--- config.mk ---
export PLATFORM = sky130hd
export DESIGN_NAME = gpp_port_pair
export DESIGN_NICKNAME = d
export VERILOG_FILES = /design/src/design/gpp_pkg.sv /design/src/design/gpp_port_pair.sv
export SDC_FILE = /design/constraint.sdc
export NUM_CORES = 1
export LEC_CHECK = 0
export ABC_CLOCK_PERIOD_IN_PS = 1340
export BUFFER_PORTS_ARGS = -buffer_cell sky130_fd_sc_hd__buf_2
export CAP_MARGIN = 5
export CORE_ASPECT_RATIO = 1.4
export CORE_MARGIN = 10
export CORE_UTILIZATION = 46
export DETAILED_ROUTE_END_ITERATION = 8
export PLACE_DENSITY = 0.79
export SYNTH_ARGS = -nofsm -noshare
export SYNTH_HDL_FRONTEND = slang
export SYNTH_SLANG_ARGS = --single-unit
--- constraint.sdc ---
create_clock -name mclk_i -period 1.34 [get_ports mclk_i]
set_clock_uncertainty 0.15 [all_clocks]
set_input_delay 0.268 -clock mclk_i [delete_from_list [all_inputs] [get_ports mclk_i]]
set_output_delay 0.268 -clock mclk_i [all_outputs]
set_load 0.01 [all_outputs]
--- src/design/gpp_pkg.sv ---
// package: register offsets, masks and reset values for the gpio port pair
package gpp_pkg;
  // register offsets on the plain register port
  localparam logic [3:0] GPP_P0_LATCH_OFF   = 4'h0;
  localparam logic [3:0] GPP_P0_DIR_OFF     = 4'h1;
  localparam logic [3:0] GPP_P0_PULLUP_OFF  = 4'h2;
  localparam logic [3:0] GPP_AIN_DIS_OFF    = 4'h3;
  localparam logic [3:0] GPP_P1_LATCH_OFF   = 4'h4;
  localparam logic [3:0] GPP_P1_DIR_OFF     = 4'h5;
  localparam logic [3:0] GPP_STBY_CTRL_OFF  = 4'h6;
  // implemented bit masks
  localparam logic [7:0] GPP_AIN_MASK       = 8'h3f;
  localparam logic [7:0] GPP_P1_MASK        = 8'hf4;
  // default open-drain set on port one
  localparam logic [7:0] GPP_P1_OD_DEFAULT  = 8'hf0;
  // external interrupt capable pins of port zero
  localparam logic [7:0] GPP_IRQ_PIN_MASK   = 8'hfc;
  // reset values
  localparam logic [7:0] GPP_RST_BYTE       = 8'h00;
  // standby control field position
  localparam int         GPP_STBY_FLOAT_BIT = 0;
endpackage : gpp_pkg

--- src/design/gpp_port_pair.sv ---
// module: gpio logic for port zero and port one with analog sharing
`timescale 1ns/1ns
`default_nettype none
module gpp_port_pair #(
  parameter logic [7:0] P1_OPEN_DRAIN = gpp_pkg::GPP_P1_OD_DEFAULT
) (
  input  wire logic       mclk_i,          // system clock
  input  wire logic       rst_i,           // sync reset, high
  input  wire logic [3:0] reg_addr_i,      // register address
  input  wire logic [7:0] reg_wdata_i,     // write data
  input  wire logic       reg_wr_i,        // write strobe
  input  wire logic       reg_rd_i,        // read strobe
  input  wire logic       reg_rmw_i,       // read is read-modify-write
  output logic      [7:0] reg_rdata_o,     // read data, one cycle later
  input  wire logic       standby_i,       // stop or watch mode active
  input  wire logic [7:0] p0_pin_i,        // port zero pin levels
  output logic      [7:0] p0_pin_o,        // port zero drive level
  output logic      [7:0] p0_pin_oe_o,     // port zero drive enable
  output logic      [7:0] p0_pullup_o,     // port zero pull-up connect
  input  wire logic [7:0] p0_periph_oe_i,  // peripheral output enables
  input  wire logic [7:0] p0_periph_do_i,  // peripheral output data
  output logic      [7:0] p0_din_o,        // gated digital input to peripherals
  output logic      [7:0] p0_ain_en_o,     // analog input enables
  input  wire logic [7:0] irq_en_i,        // external interrupt enables
  output logic      [7:0] irq_pin_o,       // levels to interrupt circuit
  input  wire logic [7:0] p1_pin_i,        // port one pin levels
  output logic      [7:0] p1_pin_o,        // port one drive level
  output logic      [7:0] p1_pin_oe_o,     // port one drive enable
  input  wire logic [7:0] p1_periph_oe_i,  // peripheral output enables
  input  wire logic [7:0] p1_periph_do_i,  // peripheral output data
  output logic      [7:0] p1_din_o         // gated digital input port one
);

  // complete state of the block
  typedef struct packed {
    logic [7:0] p0_latch;    // port0_output_latch
    logic [7:0] p0_dir;      // port0_direction
    logic [7:0] p0_pull;     // port0_pullup_enable
    logic [7:0] ain_dis;     // analog_input_disable_low
    logic [7:0] p1_latch;    // port1_output_latch
    logic [7:0] p1_dir;      // port1_direction
    logic [7:0] stby_ctrl;   // standby_control, bit0 standby_pin_float
    logic [7:0] rdata;       // registered read data
    logic [7:0] p0_s1;       // pin sync stage one
    logic [7:0] p0_s2;       // pin sync stage two
    logic [7:0] p0_s3;       // pin sync stage three
    logic [7:0] p0_lvl;      // accepted pin level
    logic [7:0] p1_s1;       // port one sync stage one
    logic [7:0] p1_s2;       // port one sync stage two
    logic [7:0] p1_s3;       // port one sync stage three
    logic [7:0] p1_lvl;      // port one accepted level
  } gpp_state_type;

  gpp_state_type s_q;  // registered state
  gpp_state_type s_d;  // next state

  logic       float_en;   // pins forced to high impedance
  logic [7:0] p0_drv_en;  // port zero pin driven
  logic [7:0] p0_drv_lv;  // port zero level when driven
  logic [7:0] p1_drv_en;
  logic [7:0] p1_drv_lv;
  logic [7:0] p0_dig_en;  // digital input path enabled
  logic [7:0] p0_blk;     // input blocked in standby
  logic [7:0] p1_blk;
  logic [7:0] p0_in_lvl;  // port zero level behind the input gate
  logic [7:0] p1_in_lvl;  // port one level behind the input gate

  // standby float: only when float bit set
  // standby pin control
  assign float_en = standby_i & s_q.stby_ctrl[gpp_pkg::GPP_STBY_FLOAT_BIT];

  // per-pin drive and input gating
  genvar gi;
  generate
    for (gi = 0; gi < 8; gi++)
    begin : g_pin
      assign p0_drv_lv[gi] = p0_periph_oe_i[gi] ? p0_periph_do_i[gi] : s_q.p0_latch[gi];
      assign p0_drv_en[gi] = (p0_periph_oe_i[gi] | s_q.p0_dir[gi]) & ~float_en;
      // only implemented pins, open-drain floats high
      assign p1_drv_lv[gi] = p1_periph_oe_i[gi] ? p1_periph_do_i[gi] : s_q.p1_latch[gi];
      assign p1_drv_en[gi] = (p1_periph_oe_i[gi] | s_q.p1_dir[gi]) & ~float_en
                             & gpp_pkg::GPP_P1_MASK[gi]
                             & ~(P1_OPEN_DRAIN[gi] & p1_drv_lv[gi]);
      // digital input on pins 0 to 5 only with disable bit set, pins 6 and 7 always
      assign p0_dig_en[gi] = gpp_pkg::GPP_AIN_MASK[gi] ? s_q.ain_dis[gi] : 1'b1;
      // enabled interrupt pins stay open in standby
      assign p0_blk[gi] = float_en & ~(gpp_pkg::GPP_IRQ_PIN_MASK[gi] & irq_en_i[gi]);
      assign p1_blk[gi] = float_en;
    end
  endgenerate

  // next-state logic: registers, synchronisers, read mux
  always_comb
  begin
    s_d = s_q;
    // three-stage pin sync, accept when stages two and three agree
    s_d.p0_s1 = p0_pin_i;
    s_d.p0_s2 = s_q.p0_s1;
    s_d.p0_s3 = s_q.p0_s2;
    s_d.p0_lvl = (s_q.p0_s2 & s_q.p0_s3) | (s_q.p0_lvl & (s_q.p0_s2 | s_q.p0_s3));
    s_d.p1_s1 = p1_pin_i;
    s_d.p1_s2 = s_q.p1_s1;
    s_d.p1_s3 = s_q.p1_s2;
    s_d.p1_lvl = (s_q.p1_s2 & s_q.p1_s3) | (s_q.p1_lvl & (s_q.p1_s2 | s_q.p1_s3));
    s_d.rdata = gpp_pkg::GPP_RST_BYTE;
    // writes land in the addressed register; port data writes go to the latch whatever the direction
    if (reg_wr_i)
    begin
      case (reg_addr_i)
        gpp_pkg::GPP_P0_LATCH_OFF:  s_d.p0_latch = reg_wdata_i;
        gpp_pkg::GPP_P0_DIR_OFF:    s_d.p0_dir = reg_wdata_i;
        gpp_pkg::GPP_P0_PULLUP_OFF: s_d.p0_pull = reg_wdata_i;
        // no analog bits for pins 6 and 7
        gpp_pkg::GPP_AIN_DIS_OFF:   s_d.ain_dis = reg_wdata_i & gpp_pkg::GPP_AIN_MASK;
        // unused port one bits stay zero
        gpp_pkg::GPP_P1_LATCH_OFF:  s_d.p1_latch = reg_wdata_i & gpp_pkg::GPP_P1_MASK;
        gpp_pkg::GPP_P1_DIR_OFF:    s_d.p1_dir = reg_wdata_i & gpp_pkg::GPP_P1_MASK;
        gpp_pkg::GPP_STBY_CTRL_OFF:
          s_d.stby_ctrl[gpp_pkg::GPP_STBY_FLOAT_BIT] = reg_wdata_i[gpp_pkg::GPP_STBY_FLOAT_BIT];
        default: ;  // unmapped writes ignored
      endcase
    end
    if (reg_rd_i)
    begin
      case (reg_addr_i)
        // output pins read latch, others pin unless rmw
        gpp_pkg::GPP_P0_LATCH_OFF:
          s_d.rdata = reg_rmw_i ? s_q.p0_latch
                    : ((s_q.p0_latch & s_q.p0_dir & ~p0_periph_oe_i)
                       | (p0_in_lvl & ~(s_q.p0_dir & ~p0_periph_oe_i)));
        gpp_pkg::GPP_P0_DIR_OFF:    s_d.rdata = s_q.p0_dir;
        gpp_pkg::GPP_P0_PULLUP_OFF: s_d.rdata = s_q.p0_pull;
        gpp_pkg::GPP_AIN_DIS_OFF:   s_d.rdata = s_q.ain_dis;
        gpp_pkg::GPP_P1_LATCH_OFF:
          s_d.rdata = reg_rmw_i ? s_q.p1_latch
                    : (((s_q.p1_latch & s_q.p1_dir & ~p1_periph_oe_i)
                       | (p1_in_lvl & ~(s_q.p1_dir & ~p1_periph_oe_i)))
                       & gpp_pkg::GPP_P1_MASK);
        gpp_pkg::GPP_P1_DIR_OFF:    s_d.rdata = s_q.p1_dir;
        gpp_pkg::GPP_STBY_CTRL_OFF: s_d.rdata = s_q.stby_ctrl;
        default:                    s_d.rdata = gpp_pkg::GPP_RST_BYTE;
      endcase
    end
  end

  // state register
  always_ff @(posedge mclk_i)
  begin
    if (rst_i)
    begin
      s_q <= '0;
    end
    else
    begin
      s_q <= s_d;
    end
  end

  // pin and peripheral outputs
  assign reg_rdata_o = s_q.rdata;
  assign p0_pin_o    = p0_drv_lv;
  assign p0_pin_oe_o = p0_drv_en;
  assign p1_pin_o    = p1_drv_lv;
  assign p1_pin_oe_o = p1_drv_en;
  assign p0_pullup_o = s_q.p0_pull & ~(p0_drv_en & ~p0_drv_lv);
  // gated digital input, held low when blocked
  // unused port one positions carry no input
  assign p0_in_lvl   = s_q.p0_lvl & p0_dig_en & ~p0_blk;
  assign p1_in_lvl   = s_q.p1_lvl & gpp_pkg::GPP_P1_MASK & ~p1_blk;
  assign p0_din_o    = p0_in_lvl;
  assign p1_din_o    = p1_in_lvl;
  // analog enabled when disable bit is zero
  assign p0_ain_en_o = ~s_q.ain_dis & gpp_pkg::GPP_AIN_MASK;
  // interrupt pins see the level unless blocked in standby float
  assign irq_pin_o   = s_q.p0_lvl & gpp_pkg::GPP_IRQ_PIN_MASK & ~(p0_blk);

  property p_dir_drive;
    @(posedge mclk_i) disable iff (rst_i)
      (!standby_i && p0_periph_oe_i == 8'h00) |-> (p0_pin_oe_o == s_q.p0_dir);
  endproperty
  a_dir_drive: assert property (p_dir_drive) else $error("drive enable differs from direction");

  property p_latch_drive;
    @(posedge mclk_i) disable iff (rst_i)
      (p0_periph_oe_i == 8'h00) |-> (p0_pin_o == s_q.p0_latch);
  endproperty
  a_latch_drive: assert property (p_latch_drive) else $error("pin level differs from latch");

  property p_write_latch;
    @(posedge mclk_i) disable iff (rst_i)
      (reg_wr_i && reg_addr_i == gpp_pkg::GPP_P0_LATCH_OFF) |=> (s_q.p0_latch == $past(reg_wdata_i));
  endproperty
  a_write_latch: assert property (p_write_latch) else $error("latch not written");

  property p_rmw_read;
    @(posedge mclk_i) disable iff (rst_i)
      (reg_rd_i && reg_rmw_i && reg_addr_i == gpp_pkg::GPP_P0_LATCH_OFF && !reg_wr_i)
        |=> (reg_rdata_o == s_q.p0_latch);
  endproperty
  a_rmw_read: assert property (p_rmw_read) else $error("rmw read not latch");

  property p_reset_dir;
    @(posedge mclk_i) rst_i |=> (s_q.p0_dir == 8'h00 && s_q.ain_dis == 8'h00 && s_q.p1_dir == 8'h00);
  endproperty
  a_reset_dir: assert property (p_reset_dir) else $error("reset did not clear");

  property p_float;
    @(posedge mclk_i) disable iff (rst_i)
      float_en |-> (p0_pin_oe_o == 8'h00 && p1_pin_oe_o == 8'h00);
  endproperty
  a_float: assert property (p_float) else $error("pin driven during standby float");

  property p_pullup;
    @(posedge mclk_i) disable iff (rst_i)
      (p0_pin_oe_o & ~p0_pin_o & p0_pullup_o) == 8'h00;
  endproperty
  a_pullup: assert property (p_pullup) else $error("pull-up on while driving low");

  property p_unused;
    @(posedge mclk_i) disable iff (rst_i)
      ((s_q.ain_dis & ~gpp_pkg::GPP_AIN_MASK) == 8'h00)
      && ((s_q.p1_dir & ~gpp_pkg::GPP_P1_MASK) == 8'h00);
  endproperty
  a_unused: assert property (p_unused) else $error("unimplemented bit set");

  property p_open_drain;
    @(posedge mclk_i) disable iff (rst_i)
      (P1_OPEN_DRAIN & p1_pin_o & p1_pin_oe_o) == 8'h00;
  endproperty
  a_open_drain: assert property (p_open_drain) else $error("open-drain pin driven high");

  property p_p1_dir_drive;
    @(posedge mclk_i) disable iff (rst_i)
      (!standby_i && p1_periph_oe_i == 8'h00)
        |-> (p1_pin_oe_o == (s_q.p1_dir & ~(P1_OPEN_DRAIN & p1_pin_o)));
  endproperty
  a_p1_dir_drive: assert property (p_p1_dir_drive) else $error("port one enable wrong");

  property p_p1_latch_drive;
    @(posedge mclk_i) disable iff (rst_i)
      (p1_periph_oe_i == 8'h00) |-> (p1_pin_o == s_q.p1_latch);
  endproperty
  a_p1_latch_drive: assert property (p_p1_latch_drive) else $error("port one level wrong");

  property p_read_out;
    @(posedge mclk_i) disable iff (rst_i)
      (reg_rd_i && !reg_rmw_i && !reg_wr_i && reg_addr_i == gpp_pkg::GPP_P0_LATCH_OFF
       && p0_periph_oe_i == 8'h00 && s_q.p0_dir == 8'hff)
        |=> (reg_rdata_o == s_q.p0_latch);
  endproperty
  a_read_out: assert property (p_read_out) else $error("output read not latch");

  property p_periph_drive;
    @(posedge mclk_i) disable iff (rst_i)
      !standby_i |-> (((p0_pin_oe_o & p0_periph_oe_i) == p0_periph_oe_i)
                      && (((p0_pin_o ^ p0_periph_do_i) & p0_periph_oe_i) == 8'h00));
  endproperty
  a_periph_drive: assert property (p_periph_drive) else $error("peripheral not driving");

  property p_analog_gate;
    @(posedge mclk_i) disable iff (rst_i)
      (p0_din_o & ~s_q.ain_dis & gpp_pkg::GPP_AIN_MASK) == 8'h00;
  endproperty
  a_analog_gate: assert property (p_analog_gate) else $error("input on analog pin");

  property p_block;
    @(posedge mclk_i) disable iff (rst_i)
      float_en |-> ((p0_din_o & ~(irq_en_i & gpp_pkg::GPP_IRQ_PIN_MASK)) == 8'h00
                    && p1_din_o == 8'h00);
  endproperty
  a_block: assert property (p_block) else $error("blocked input not low");

  property p_keep;
    @(posedge mclk_i) disable iff (rst_i)
      (standby_i && !s_q.stby_ctrl[gpp_pkg::GPP_STBY_FLOAT_BIT] && p0_periph_oe_i == 8'h00)
        |-> (p0_pin_oe_o == s_q.p0_dir);
  endproperty
  a_keep: assert property (p_keep) else $error("standby changed drive");

  property p_irq_feed;
    @(posedge mclk_i) disable iff (rst_i)
      !float_en |-> (irq_pin_o == (s_q.p0_lvl & gpp_pkg::GPP_IRQ_PIN_MASK));
  endproperty
  a_irq_feed: assert property (p_irq_feed) else $error("interrupt level wrong");

  property p_pullup_on;
    @(posedge mclk_i) disable iff (rst_i)
      (p0_pin_oe_o == 8'h00) |-> (p0_pullup_o == s_q.p0_pull);
  endproperty
  a_pullup_on: assert property (p_pullup_on) else $error("pull-up not connected");

  property p_read_pin;
    @(posedge mclk_i) disable iff (rst_i)
      (reg_rd_i && !reg_rmw_i && !reg_wr_i && reg_addr_i == gpp_pkg::GPP_P0_LATCH_OFF
       && s_q.p0_dir == 8'h00 && p0_periph_oe_i == 8'h00 && !float_en
       && s_q.ain_dis == gpp_pkg::GPP_AIN_MASK)
        |=> (reg_rdata_o == $past(s_q.p0_lvl));
  endproperty
  a_read_pin: assert property (p_read_pin) else $error("input read not pin level");

  property p_rmw_p1;
    @(posedge mclk_i) disable iff (rst_i)
      (reg_rd_i && reg_rmw_i && reg_addr_i == gpp_pkg::GPP_P1_LATCH_OFF && !reg_wr_i)
        |=> (reg_rdata_o == s_q.p1_latch);
  endproperty
  a_rmw_p1: assert property (p_rmw_p1) else $error("port one rmw read not latch");

endmodule : gpp_port_pair
`default_nettype wire

==> summary.md, run 1 <==
| Metric | Value |
|---|---|
| H-tree depth | 3 |
| Fin crit period | 1.84 ns |
| Initial Util | 0.465 |
| Worst hold start | p0_pin_i[7] |
| Hold WC Path Type | input pin to flop |
| Violated checks | setup timing |
| Worst EP required | 0.92 ns |
| Unrepaired setup endpoints after global routing | true |
| Area growth, synth to finish | 47.6% |
| Synth Register Bits | 101 |
| FF-to-FF Start | s_q[72]$_SDFFE_PP0P_ |
| Seq/Total Area, Yosys | 0.442 |
| Vias | 4422 |
| DRT antenna net count | 0 |
| Number of global-route vias before repair | 4576 |
| Power density over the cells | 991 nW/um^2 |
| Worst Setup Start Kind | flop |
| Antenna cell count | 0 |
| Simple-Gate Fraction of Synth Area | 0.212 |
| Mapped Avg Cell Area | 9.12 sq um |
| Critical Path AT | 1.42 ns |
| Post-Syn Area | 4580 sq um |
| Root Buffer | clkbuf_16 |
| Outcome | complete, but fails checks |
| Ys flop type | dfxtp_1 |
| Final Net Count | 792 |
| Setup ws final | -0.499 ns |
| Drt pass-1 iters | 4 |
| Critical setup path kind | flop to primary output |
| Gp weighted congestion | 0.908 |
| Synth warnings | 0 |
| WL/cell | 16.9 microns |
| Initial antenna violation count | 0 |
| Ratio of cells with drive above 1 in the final layout | 0.438 |
| Clock power share | 0.418 |
| Most frequent cells in the layout | 117 x buf_2, 82 x dfxtp_1, 81 x buf_4 |
| Slew Limit Fails | 0 |
| Die Wd | 104 microns |
| Crit path from | s_q[72]$_SDFFE_PP0P_ |
| Post-Synth Adder-Cell Area | 0 |
| Max Cap Viol | 0 |
| Clk sinks | 101 |
| Largest family of logic cells by synthesized area | simple AND/OR/NAND/NOR gates |
| Post-Place Cells | 816 |
| P_sw | 1.52 mW |
| Multi-input gate area | 2480 sq um |
| Reg area | 2050 sq um |
| Final setup TNS | -20.00 ns |
| Largest net degree at the start of global routing | 37 |
| Place WS | -0.346 ns |
| Crit-path cells | and2_4 -> buf_12 -> o31a_1 -> buf_2 |
| FFs w/ async S/R, synth | 0 |
| Filler cells | 765 |
| Fin crit share | 1.37 |
| Global Route Usage Sum | 0.192 |
| P_leak | 3.14 nW |
| Vias/cell | 5.16 |
| DRC violations left | 0 |
| Final Hold Viols | 0 |
| HPWL after detailed placement | 10.6 mm |
| Finished Layout Cells | 857 |
| Sw Share | 0.228 |
| Routed Wire Length | 14.5 mm |
| Fmax | 544 MHz |
| DIE AREA | 14400 sq um |
| Hold_ws | 0.00476 ns |
| Slowest cell delay on critical path | 0.35 ns |
| FP Rows | 43 |
| Crit-path slowest cell | dfxtp_2 |
| Max clock buf depth | 2 |
| Clock Latency Late Sink | 0.34 ns |
| Synth cell types | 44 |
| VDD IR max | 1.18 mV |
| Synth Instances | 502 |
| Pint | 5.17 mW |
| Most common cell after layout, fill and taps aside | buf_2 |
| Post-synth EDFFs | 0 |
| Global route overflow | 0 |
| XOR/XNOR Fraction of Synth Area | 0 |
| Final Core Density | 0.686 |
| Mux cell area share after synthesis | 0.138 |
| Reg power frac | 0.463 |
| PortBufs | 138 |
| Gate power share | 0.119 |
| Core box area | 9850 sq um |
| CTS tree | done |
| Setup violators final | 62 |
| Clock-pin slew on the worst setup and hold paths | 0.07 ns |
| CTS Buf Count | 9 |
| Crit end category | primary output |
| Boundary Pins | 154 |
| Die Ht | 138 microns |
| First-pass GRT wire length | 22.7 mm |
| Crit Path Max Fanout | 17 |
| Initial DRC Count | 210 |
| Synth Area in Compound Gates | 0.131 |
area by class of cell:
class	count	share of cell area
timing repair buffer	241	0.250
clock buffer	11	0.0359
inverter	14	0.00778
sequential	101	0.303
clock inverter	4	0.0115
multi-input combinational	351	0.367
tap	135	0.0250
cell usage after synthesis (all sizes together) (8+ instances only):
cell    number  area [sq um]
nand3       11          65.1
nor2b       49           307
o21ai       22           110
clkbuf      13          48.8
a21oi       33           165
o21a        13          97.6
inv         14          52.6
mux2        17           191
mux2i       44           440
nand2       35           131
o31a         8          70.1
dfxtp      101          2020
nor2        58           225
and2        10          62.6
buf         32           248
worst paths after layout:
| kind | depth (start not counted) | endpoint | slack (ns) |
|---|---|---|---|
| worst min-delay path | 2 | s_d[55]$_SDFF_PP0_ | 0.005 |
| worst max-delay path | 4 | p0_pullup_o[4] | -0.50 |
| worst max register to register | 6 | reg_rdata_o[3]$_SDFF_PP0_ | -0.26 |
| worst min register to register | 1 | s_d[44]$_SDFF_PP0_ | 0.28 |
sequential cells by signal, indices dropped and copies added (netlist names):
name	cells
reg_rdata_o	8
p0_dig_en	6
s_q	61
s_d	26
power groups by stage:
stage | clock [mW] | sequential [mW] | combinational [mW]
after floorplan | 0 | 3.16 | 0.356
after global placement | 0 | 3.16 | 0.662
after detailed placement | 0 | 3.17 | 0.678
after CTS | 2.84 | 3.10 | 0.780
after global routing | 2.96 | 3.10 | 0.855
final | 2.80 | 3.10 | 0.795
worst max-delay path, delay by kind of cell (launching register included):
family                 cells  cell delay (ns)
flip-flops                 1             0.35
buffers and inverters      2             0.29
AO/OA/AOI/OAI              1             0.28
AND/OR/NAND/NOR            1             0.16
cells by family (layout without fill, tap and decap cells):
group	after synthesis	count (layout)
buf+inv	59	270
compound gates	95	95
simple gates	185	185
other cells	1	10
mux	61	61
flops	101	101
through the flow:
stage / cell area, sq um / power, mW
after global routing: 6750 / 6.92
after global placement: 5920 / 3.83
final: 6750 / 6.69
after floorplan: 4770 / 3.51
after detailed placement: 5920 / 3.84
after CTS: 6720 / 6.72
per-layer routing:
metal,vias to the layer above,wire (microns),global-route usage
met5,-,0,0
li1,2124,-,-
met2,157,7380,0.339
met4,0,634,0.112
met1,2095,5670,0.200
met3,46,791,0.0502
what timing repair did:
action,in CTS,in global routing
resized for setup,74,7
setup buffers,13,2
endpoints found under the hold margin,12,0
pin swaps,4,4
endpoints found under the setup margin,67,66
hold buffers,12,0
(Power assumes the default switching activity.)
==> inputs of run 2 (changes only) <==
--- a/config.mk
+++ b/config.mk
@@ -5,14 +5,15 @@
 export SDC_FILE = /design/constraint.sdc
 export NUM_CORES = 1
 export LEC_CHECK = 0
-export ABC_CLOCK_PERIOD_IN_PS = 1340
+export ABC_CLOCK_PERIOD_IN_PS = 1700
 export BUFFER_PORTS_ARGS = -buffer_cell sky130_fd_sc_hd__buf_2
 export CAP_MARGIN = 5
 export CORE_ASPECT_RATIO = 1.4
 export CORE_MARGIN = 10
-export CORE_UTILIZATION = 46
+export CORE_UTILIZATION = 50
 export DETAILED_ROUTE_END_ITERATION = 8
-export PLACE_DENSITY = 0.79
+export GPL_TIMING_DRIVEN = 0
+export PLACE_DENSITY = 0.81
 export SYNTH_ARGS = -nofsm -noshare
 export SYNTH_HDL_FRONTEND = slang
 export SYNTH_SLANG_ARGS = --single-unit
==> constraint.sdc (replaced) <==
create_clock -name mclk_i -period 1.7 [get_ports mclk_i]
set_clock_uncertainty 0.15 [all_clocks]
set_input_delay 0.34 -clock mclk_i [delete_from_list [all_inputs] [get_ports mclk_i]]
set_output_delay 0.34 -clock mclk_i [all_outputs]
set_load 0.01 [all_outputs]
==> run 2 against run 1 <==
Net effect: the flow still finishes with violations (setup timing); first-iteration DRC count increased by 47%; clock-buffer cell count shrank 1; core utilization shrank 2.3 points; total power shrank 25%; die area is 6.7% lower; register-to-register slack gained 0.33 ns; clock power is 25% lower; final area is 12% lower; sequential cell count unchanged; cell count decreased by 9.1%; global-route usage is 1.4 points higher; combinational power decreased by 38%; critical path type unchanged; highest routed layer unchanged.
==> summary.md, run 2 (synthesis results as in run 1) <==
| Metric | Value |
|---|---|
| Final setup TNS | -6.39 ns (+13.61 ns) |
| Boundary Pins | 154 (unchanged) |
| Max clock buf depth | 2 (unchanged) |
| Fmax | 505 MHz |
| Max reg flops | 61 (unchanged) |
| Crit path to | p0_pullup_o[3] |
| Final Net Count | 741 (-6.4%) |
| DIE AREA | 13400 sq um (-6.7%) |
| Initial antenna violation count | 0 (unchanged) |
| Crit-path cells | and2_4 -> buf_8 -> o31a_1 -> buf_2 |
| DRT antenna net count | 0 (unchanged) |
| Slew margin rel. | 0.493 |
| Crit Path Max Fanout | 7 (-10) |
| Slew Limit Fails | 0 (unchanged) |
| Critical Path AT | 1.49 ns (+0.07 ns) |
| Initial Util | 0.510 (+0.0450) |
| Routed Wire Length | 14.6 mm (+0.55%) |
| Most common cell after layout, fill and taps aside | buf_2 |
| Initial DRC Count | 308 (+47%) |
| Number of global-route vias before repair | 4431 (-3.2%) |
| Flop2flop setup slack | 0.07 ns (+0.33 ns) |
| FP Rows | 41 (-4.7%) |
| Clock-pin slew on the worst setup and hold paths | 0.07 ns (about the same) |
| Drt pass-1 iters | 7 (+3) |
| Filler cells | 746 (-2.5%) |
| Worst Setup Start Kind | flop |
| Place WS | -0.289 ns (+0.0568 ns) |
| Crit path from | s_q[72]$_SDFFE_PP0P_ |
| Hold WC Path Type | input pin to flop |
| Worst Reg2Reg Path Length in Cells | 6 (unchanged) |
| Biggest register | s_q |
| Largest net degree at the start of global routing | 18 (-51%) |
| VDD IR max | 0.684 mV (-42%) |
| Root Buffer | clkbuf_16 |
| Fin crit period | 1.98 ns |
| Reg2Reg Capture Point | reg_rdata_o[0]$_SDFF_PP0_ |
| Unrepaired setup endpoints after global routing | true |
| Global Route Usage Sum | 0.206 (+0.0139) |
| Vias/cell | 5.53 (+7.3%) |
| FF-to-FF Start | s_q[72]$_SDFFE_PP0P_ |
| Area growth, synth to finish | 30.0% |
| Critical setup path kind | flop to primary output |
| Slowest cell delay on critical path | 0.36 ns (about the same) |
| HPWL after detailed placement | 10.7 mm (+1.5%) |
| CTS tree | done |
| Final Instance Area | 5950 sq um (-12%) |
| Gp weighted congestion | 0.893 (-1.6%) |
| Cell Area, Placed | 5440 sq um (-8.1%) |
| Vias | 4311 (-2.5%) |
| Violated checks | setup timing |
| Core box area | 8980 sq um (-8.8%) |
| Max Cap Viol | 0 (unchanged) |
| Die Ht | 133 microns (-3.5%) |
| Crit-path slowest cell | dfxtp_4 |
| Hold bufs inserted after CTS | 0 (-12) |
| Hold_ws | 0.0451 ns (+0.0403 ns) |
| H-tree depth | 3 (unchanged) |
| Clock Latency Late Sink | 0.35 ns (about the same) |
| Power density over the cells | 844 nW/um^2 (-15%) |
| Finished Layout Cells | 779 (-9.1%) |
| PortBufs | 138 (unchanged) |
| DRC violations left | 0 (unchanged) |
| Outcome | complete, but fails checks |
| Crit end category | primary output |
| Antenna cell count | 0 (unchanged) |
| Most frequent cells in the layout | 138 x buf_2, 100 x dfxtp_1, 56 x nor2_1 |
| WL/cell | 18.7 microns (+11%) |
| Fin crit share | 1.17 |
| Die Wd | 101 microns (-3.3%) |
| Global route overflow | 0 (unchanged) |
| P_leak | 2.76 nW (-12%) |
| Post-Place Cells | 756 (-7.4%) |
| Slew @ Worst Pin | 0.760 ns |
| Worst EP required | 1.21 ns (+0.29 ns) |
| Setup ws final | -0.281 ns (+0.218 ns) |
| Overall power | 5.02 mW (-25%) |
| Final Core Density | 0.663 (-0.0230) |
| Ratio of cells with drive above 1 in the final layout | 0.341 (-0.0969) |
| CTS Buf Count | 9 (unchanged) |
| Setup violators final | 38 (-39%) |
| Final Hold Viols | 0 (unchanged) |
| Clk sinks | 101 (unchanged) |
| First-pass GRT wire length | 22.1 mm (-3.0%) |
run 2: timing repair:
item,CTS,global route
cloned,1,1
resized for setup,15,20
hold endpoints to repair,0,0
setup buffers,5,1
pin swaps,3,8
endpoints found under the setup margin,41,43
run 2: worst min path at each step:
stage                       startpoint            endpoint  cells after the start  slack, ns
floorplan           s_d[18]$_SDFF_PP0_  s_d[10]$_SDFF_PP0_                      1       0.26
global placement    s_d[53]$_SDFF_PP0_  s_d[45]$_SDFF_PP0_                      1       0.27
detailed placement  s_d[21]$_SDFF_PP0_  s_d[13]$_SDFF_PP0_                      1       0.27
CTS                        p0_pin_i[6]  s_d[54]$_SDFF_PP0_                      2       0.05
global route               p1_pin_i[5]  s_d[21]$_SDFF_PP0_                      2       0.05
finish                     p1_pin_i[5]  s_d[21]$_SDFF_PP0_                      2       0.05
run 2: per-layer routing:
metal  track usage  vias up  part of all wire
met2         0.359      221              0.52
met5             0        -                 0
met3        0.0497       47             0.079
met1         0.217     2012              0.36
li1              -     2031                 -
met4         0.120        0             0.042
run 2: cell type report:
class,count,area (sq um),share of cell area
well taps,107,134,0.0225
inverters,14,52.6,0.00883
clock inverters,6,70.1,0.0118
repair buffers,146,792,0.133
multi-input cells,351,2310,0.388
plain buffers,44,330,0.0555
flip-flops and latches,101,2030,0.340
clock buffers,10,239,0.0402
run 2: where the power goes:
group	internal [mW]	total, mW	switching (mW)
combinational	0.214	0.489	0.274
sequential	2.41	2.44	0.0286
clock	1.19	2.09	0.897
run 2: worst max-delay path, delay by kind of cell (launching register included):
family	cells	cell delay [ns]
AOI/OAI and AO/OA	1	0.29
and+or+nand+nor	1	0.19
DFF	1	0.36
buffers and inverters	2	0.30
==> inputs of run 3 (changes only) <==
==> config.mk (replaced) <==
export PLATFORM = sky130hd
export DESIGN_NAME = gpp_port_pair
export DESIGN_NICKNAME = d
export VERILOG_FILES = /design/src/design/gpp_pkg.sv /design/src/design/gpp_port_pair.sv
export SDC_FILE = /design/constraint.sdc
export NUM_CORES = 1
export LEC_CHECK = 0
export ABC_CLOCK_PERIOD_IN_PS = 1800
export BUFFER_PORTS_ARGS = -buffer_cell sky130_fd_sc_hd__buf_4
export CAP_MARGIN = 5
export CORE_ASPECT_RATIO = 1.4
export CORE_MARGIN = 10
export CORE_UTILIZATION = 46
export DETAILED_ROUTE_END_ITERATION = 8
export GPL_TIMING_DRIVEN = 0
export PLACE_DENSITY = 0.79
export SYNTH_ARGS = -nofsm -noshare
export SYNTH_HDL_FRONTEND = slang
export SYNTH_SLANG_ARGS = --single-unit
==> constraint.sdc (replaced) <==
create_clock -name mclk_i -period 1.8 [get_ports mclk_i]
set_clock_uncertainty 0.15 [all_clocks]
set_input_delay 0.36 -clock mclk_i [delete_from_list [all_inputs] [get_ports mclk_i]]
set_output_delay 0.36 -clock mclk_i [all_outputs]
set_load 0.01 [all_outputs]
==> run 3 against run 2 <==
Net effect: the run still ends with setup timing left; register-to-register slack better by 0.16 ns; combinational power grew 9.0%; clock-buffer cell count unchanged; critical path depth is 1 higher; clock power decreased by 6%; final area increased by 6.7%; sequential power decreased by 5%; non-clock buffer count is 1 higher; critical path type unchanged; first-iteration DRC count decreased by 4.2%; critical endpoint is now p0_din_o[7].
==> summary.md, run 3 (synthesis results as in run 1) <==
| Metric | Value |
|---|---|
| VDD IR max | 0.595 mV (-13%) |
| Fmax | 506 MHz |
| Initial antenna violation count | 0 (unchanged) |
| Number of global-route vias before repair | 4204 (-5.1%) |
| Flop2flop setup slack | 0.23 ns (+0.16 ns) |
| Drt pass-1 iters | 5 (-2) |
| Critical Path AT | 1.46 ns (-0.03 ns) |
| Reg2Reg Capture Point | reg_rdata_o[6]$_SDFF_PP0_ |
| PortBufs | 138 (unchanged) |
| Final Net Count | 742 (+0.13%) |
| Slew @ Worst Pin | 0.750 ns (-0.0102 ns) |
| Worst Reg2Reg Path Length in Cells | 6 (unchanged) |
| Clock-pin slew on the worst setup and hold paths | 0.07 ns (about the same) |
| Global Route Usage Sum | 0.191 (-0.0149) |
| Max reg flops | 61 (unchanged) |
| Max Cap Viol | 0 (unchanged) |
| CTS Buf Count | 9 (unchanged) |
| HPWL after detailed placement | 11.2 mm (+4.4%) |
| DIE AREA | 14400 sq um (+7.2%) |
| Post-Place Cells | 784 (+3.7%) |
| FP Rows | 43 (+4.9%) |
| Final Instance Area | 6350 sq um (+6.7%) |
| Setup violators final | 35 (-7.9%) |
| Outcome | complete, but fails checks |
| Final setup TNS | -4.12 ns (+2.27 ns) |
| Final Hold Viols | 0 (unchanged) |
| Slew margin rel. | 0.500 (+0.00678) |
| Finished Layout Cells | 808 (+3.7%) |
| Core box area | 9850 sq um (+9.7%) |
| Die Ht | 138 microns (+3.6%) |
| Max clock buf depth | 2 (unchanged) |
| Boundary Pins | 154 (unchanged) |
| Clock Latency Late Sink | 0.34 ns (about the same) |
| H-tree depth | 3 (unchanged) |
| Crit end category | primary output |
| Initial DRC Count | 295 (-4.2%) |
| Power density over the cells | 757 nW/um^2 (-10%) |
| Fin crit share | 1.10 |
| Unrepaired setup endpoints after global routing | true |
| DRC violations left | 0 (unchanged) |
| Critical setup path kind | flop to primary output |
| Most common cell after layout, fill and taps aside | buf_4 |
| Gp weighted congestion | 0.895 (+0.24%) |
| Routed Wire Length | 14.7 mm (+1.2%) |
| Final Core Density | 0.645 (-0.0182) |
| Slew Limit Fails | 0 (unchanged) |
| Root Buffer | clkbuf_16 |
| Most frequent cells in the layout | 159 x buf_4, 100 x dfxtp_1, 51 x nor2_1 |
| P_leak | 2.85 nW (+3.2%) |
| Crit path to | p0_din_o[7] |
| Vias/cell | 5.22 (-5.6%) |
| Initial Util | 0.465 (-0.0450) |
| Area growth, synth to finish | 38.7% |
| Worst Setup Start Kind | flop |
| Largest net degree at the start of global routing | 18 (unchanged) |
| Global route overflow | 0 (unchanged) |
| DRT antenna net count | 0 (unchanged) |
| Antenna cell count | 0 (unchanged) |
| CTS tree | done |
| Crit Path Max Fanout | 6 (-1) |
| Setup ws final | -0.175 ns (+0.106 ns) |
| WL/cell | 18.2 microns (-2.4%) |
| FF-to-FF Start | s_q[72]$_SDFFE_PP0P_ |
| Crit path from | s_q[72]$_SDFFE_PP0P_ |
| Cell Area, Placed | 5820 sq um (+7.0%) |
| Violated checks | setup timing |
| Filler cells | 837 (+12%) |
| Vias | 4221 (-2.1%) |
| Die Wd | 104 microns (+3.4%) |
| Fin crit period | 1.97 ns |
| First-pass GRT wire length | 22.3 mm (+1.2%) |
| Overall power | 4.81 mW (-4.3%) |
| Biggest register | s_q |
| Worst EP required | 1.29 ns (+0.08 ns) |
| Clk sinks | 101 (unchanged) |
| Hold WC Path Type | input pin to flop |
| Ratio of cells with drive above 1 in the final layout | 0.346 (+0.00544) |
-- run 3: cell types whose count changed in the layout (fill, tap and decap cells not counted), moves of 5 or more --
cell / delta
buf_4: +128
buf_6: +11
nor2_2: +5
nor2_1: -5
buf_2: -137
-- run 3: power breakdown --
group | switching [mW] | internal [mW]
clock network | 0.872 | 1.09
registers | 0.0255 | 2.28
logic | 0.265 | 0.268
total | 1.16 | 3.64
-- run 3: per-layer routing --
metal  track usage  vias to the layer above  part of all wire
met3        0.0395                       23             0.060
li1              -                     2029                 -
met2         0.343                      171              0.53
met4        0.0852                        0             0.023
met1         0.211                     1998              0.39
met5             0                        -                 0
-- run 3: final cells by class --
type | instances | area, sq um | area share
Sequential cell | 101 | 2020 | 0.319
Clock inverter | 6 | 68.8 | 0.0108
Timing Repair Buffer | 147 | 1160 | 0.183
Clock buffer | 10 | 229 | 0.0361
Buffer | 44 | 334 | 0.0526
Inverter | 14 | 52.6 | 0.00828
Tap cell | 135 | 169 | 0.0266
Multi-Input combinational cell | 351 | 2310 | 0.364
-- run 3: worst max-delay path, cell delays in order (launching register included) --
cell and delay, ns:
dfxtp_2 0.37, nand2_4 0.09, clkbuf_8 0.17, o21a_1 0.22, buf_4 0.14, buf_4 0.13
-- run 3: what timing repair did --
item,4_1_cts,5_1_grt
gates resized for setup,39,6
hold buffers,0,0
setup buffers,8,1
cloned,0,0
pin swaps,4,2
endpoints found under the setup margin,40,37
-- run 3: worst min-delay path by stage --
stage | from | endpoint | slack, ns | cells past startpoint
2_1_floorplan | s_d[18]$_SDFF_PP0_ | s_d[10]$_SDFF_PP0_ | 0.26 | 1
3_3_place_gp | s_d[48]$_SDFF_PP0_ | s_d[40]$_SDFF_PP0_ | 0.27 | 1
3_5_place_dp | s_d[23]$_SDFF_PP0_ | s_d[15]$_SDFF_PP0_ | 0.27 | 1
4_1_cts | p0_pin_i[0] | s_d[48]$_SDFF_PP0_ | 0.07 | 2
5_1_grt | p0_pin_i[0] | s_d[48]$_SDFF_PP0_ | 0.07 | 2
6_report | p0_pin_i[4] | s_d[52]$_SDFF_PP0_ | 0.07 | 2
-- run 3: metrics by stage --
step | setup slack (ns) | hold slack [ns]
after CTS | -0.230 | 0.0689
after global routing | -0.209 | 0.0747
final | -0.175 | 0.0746
after global placement | -0.338 | 0.266
after floorplan | 0.160 | 0.264
after detailed placement | -0.346 | 0.271
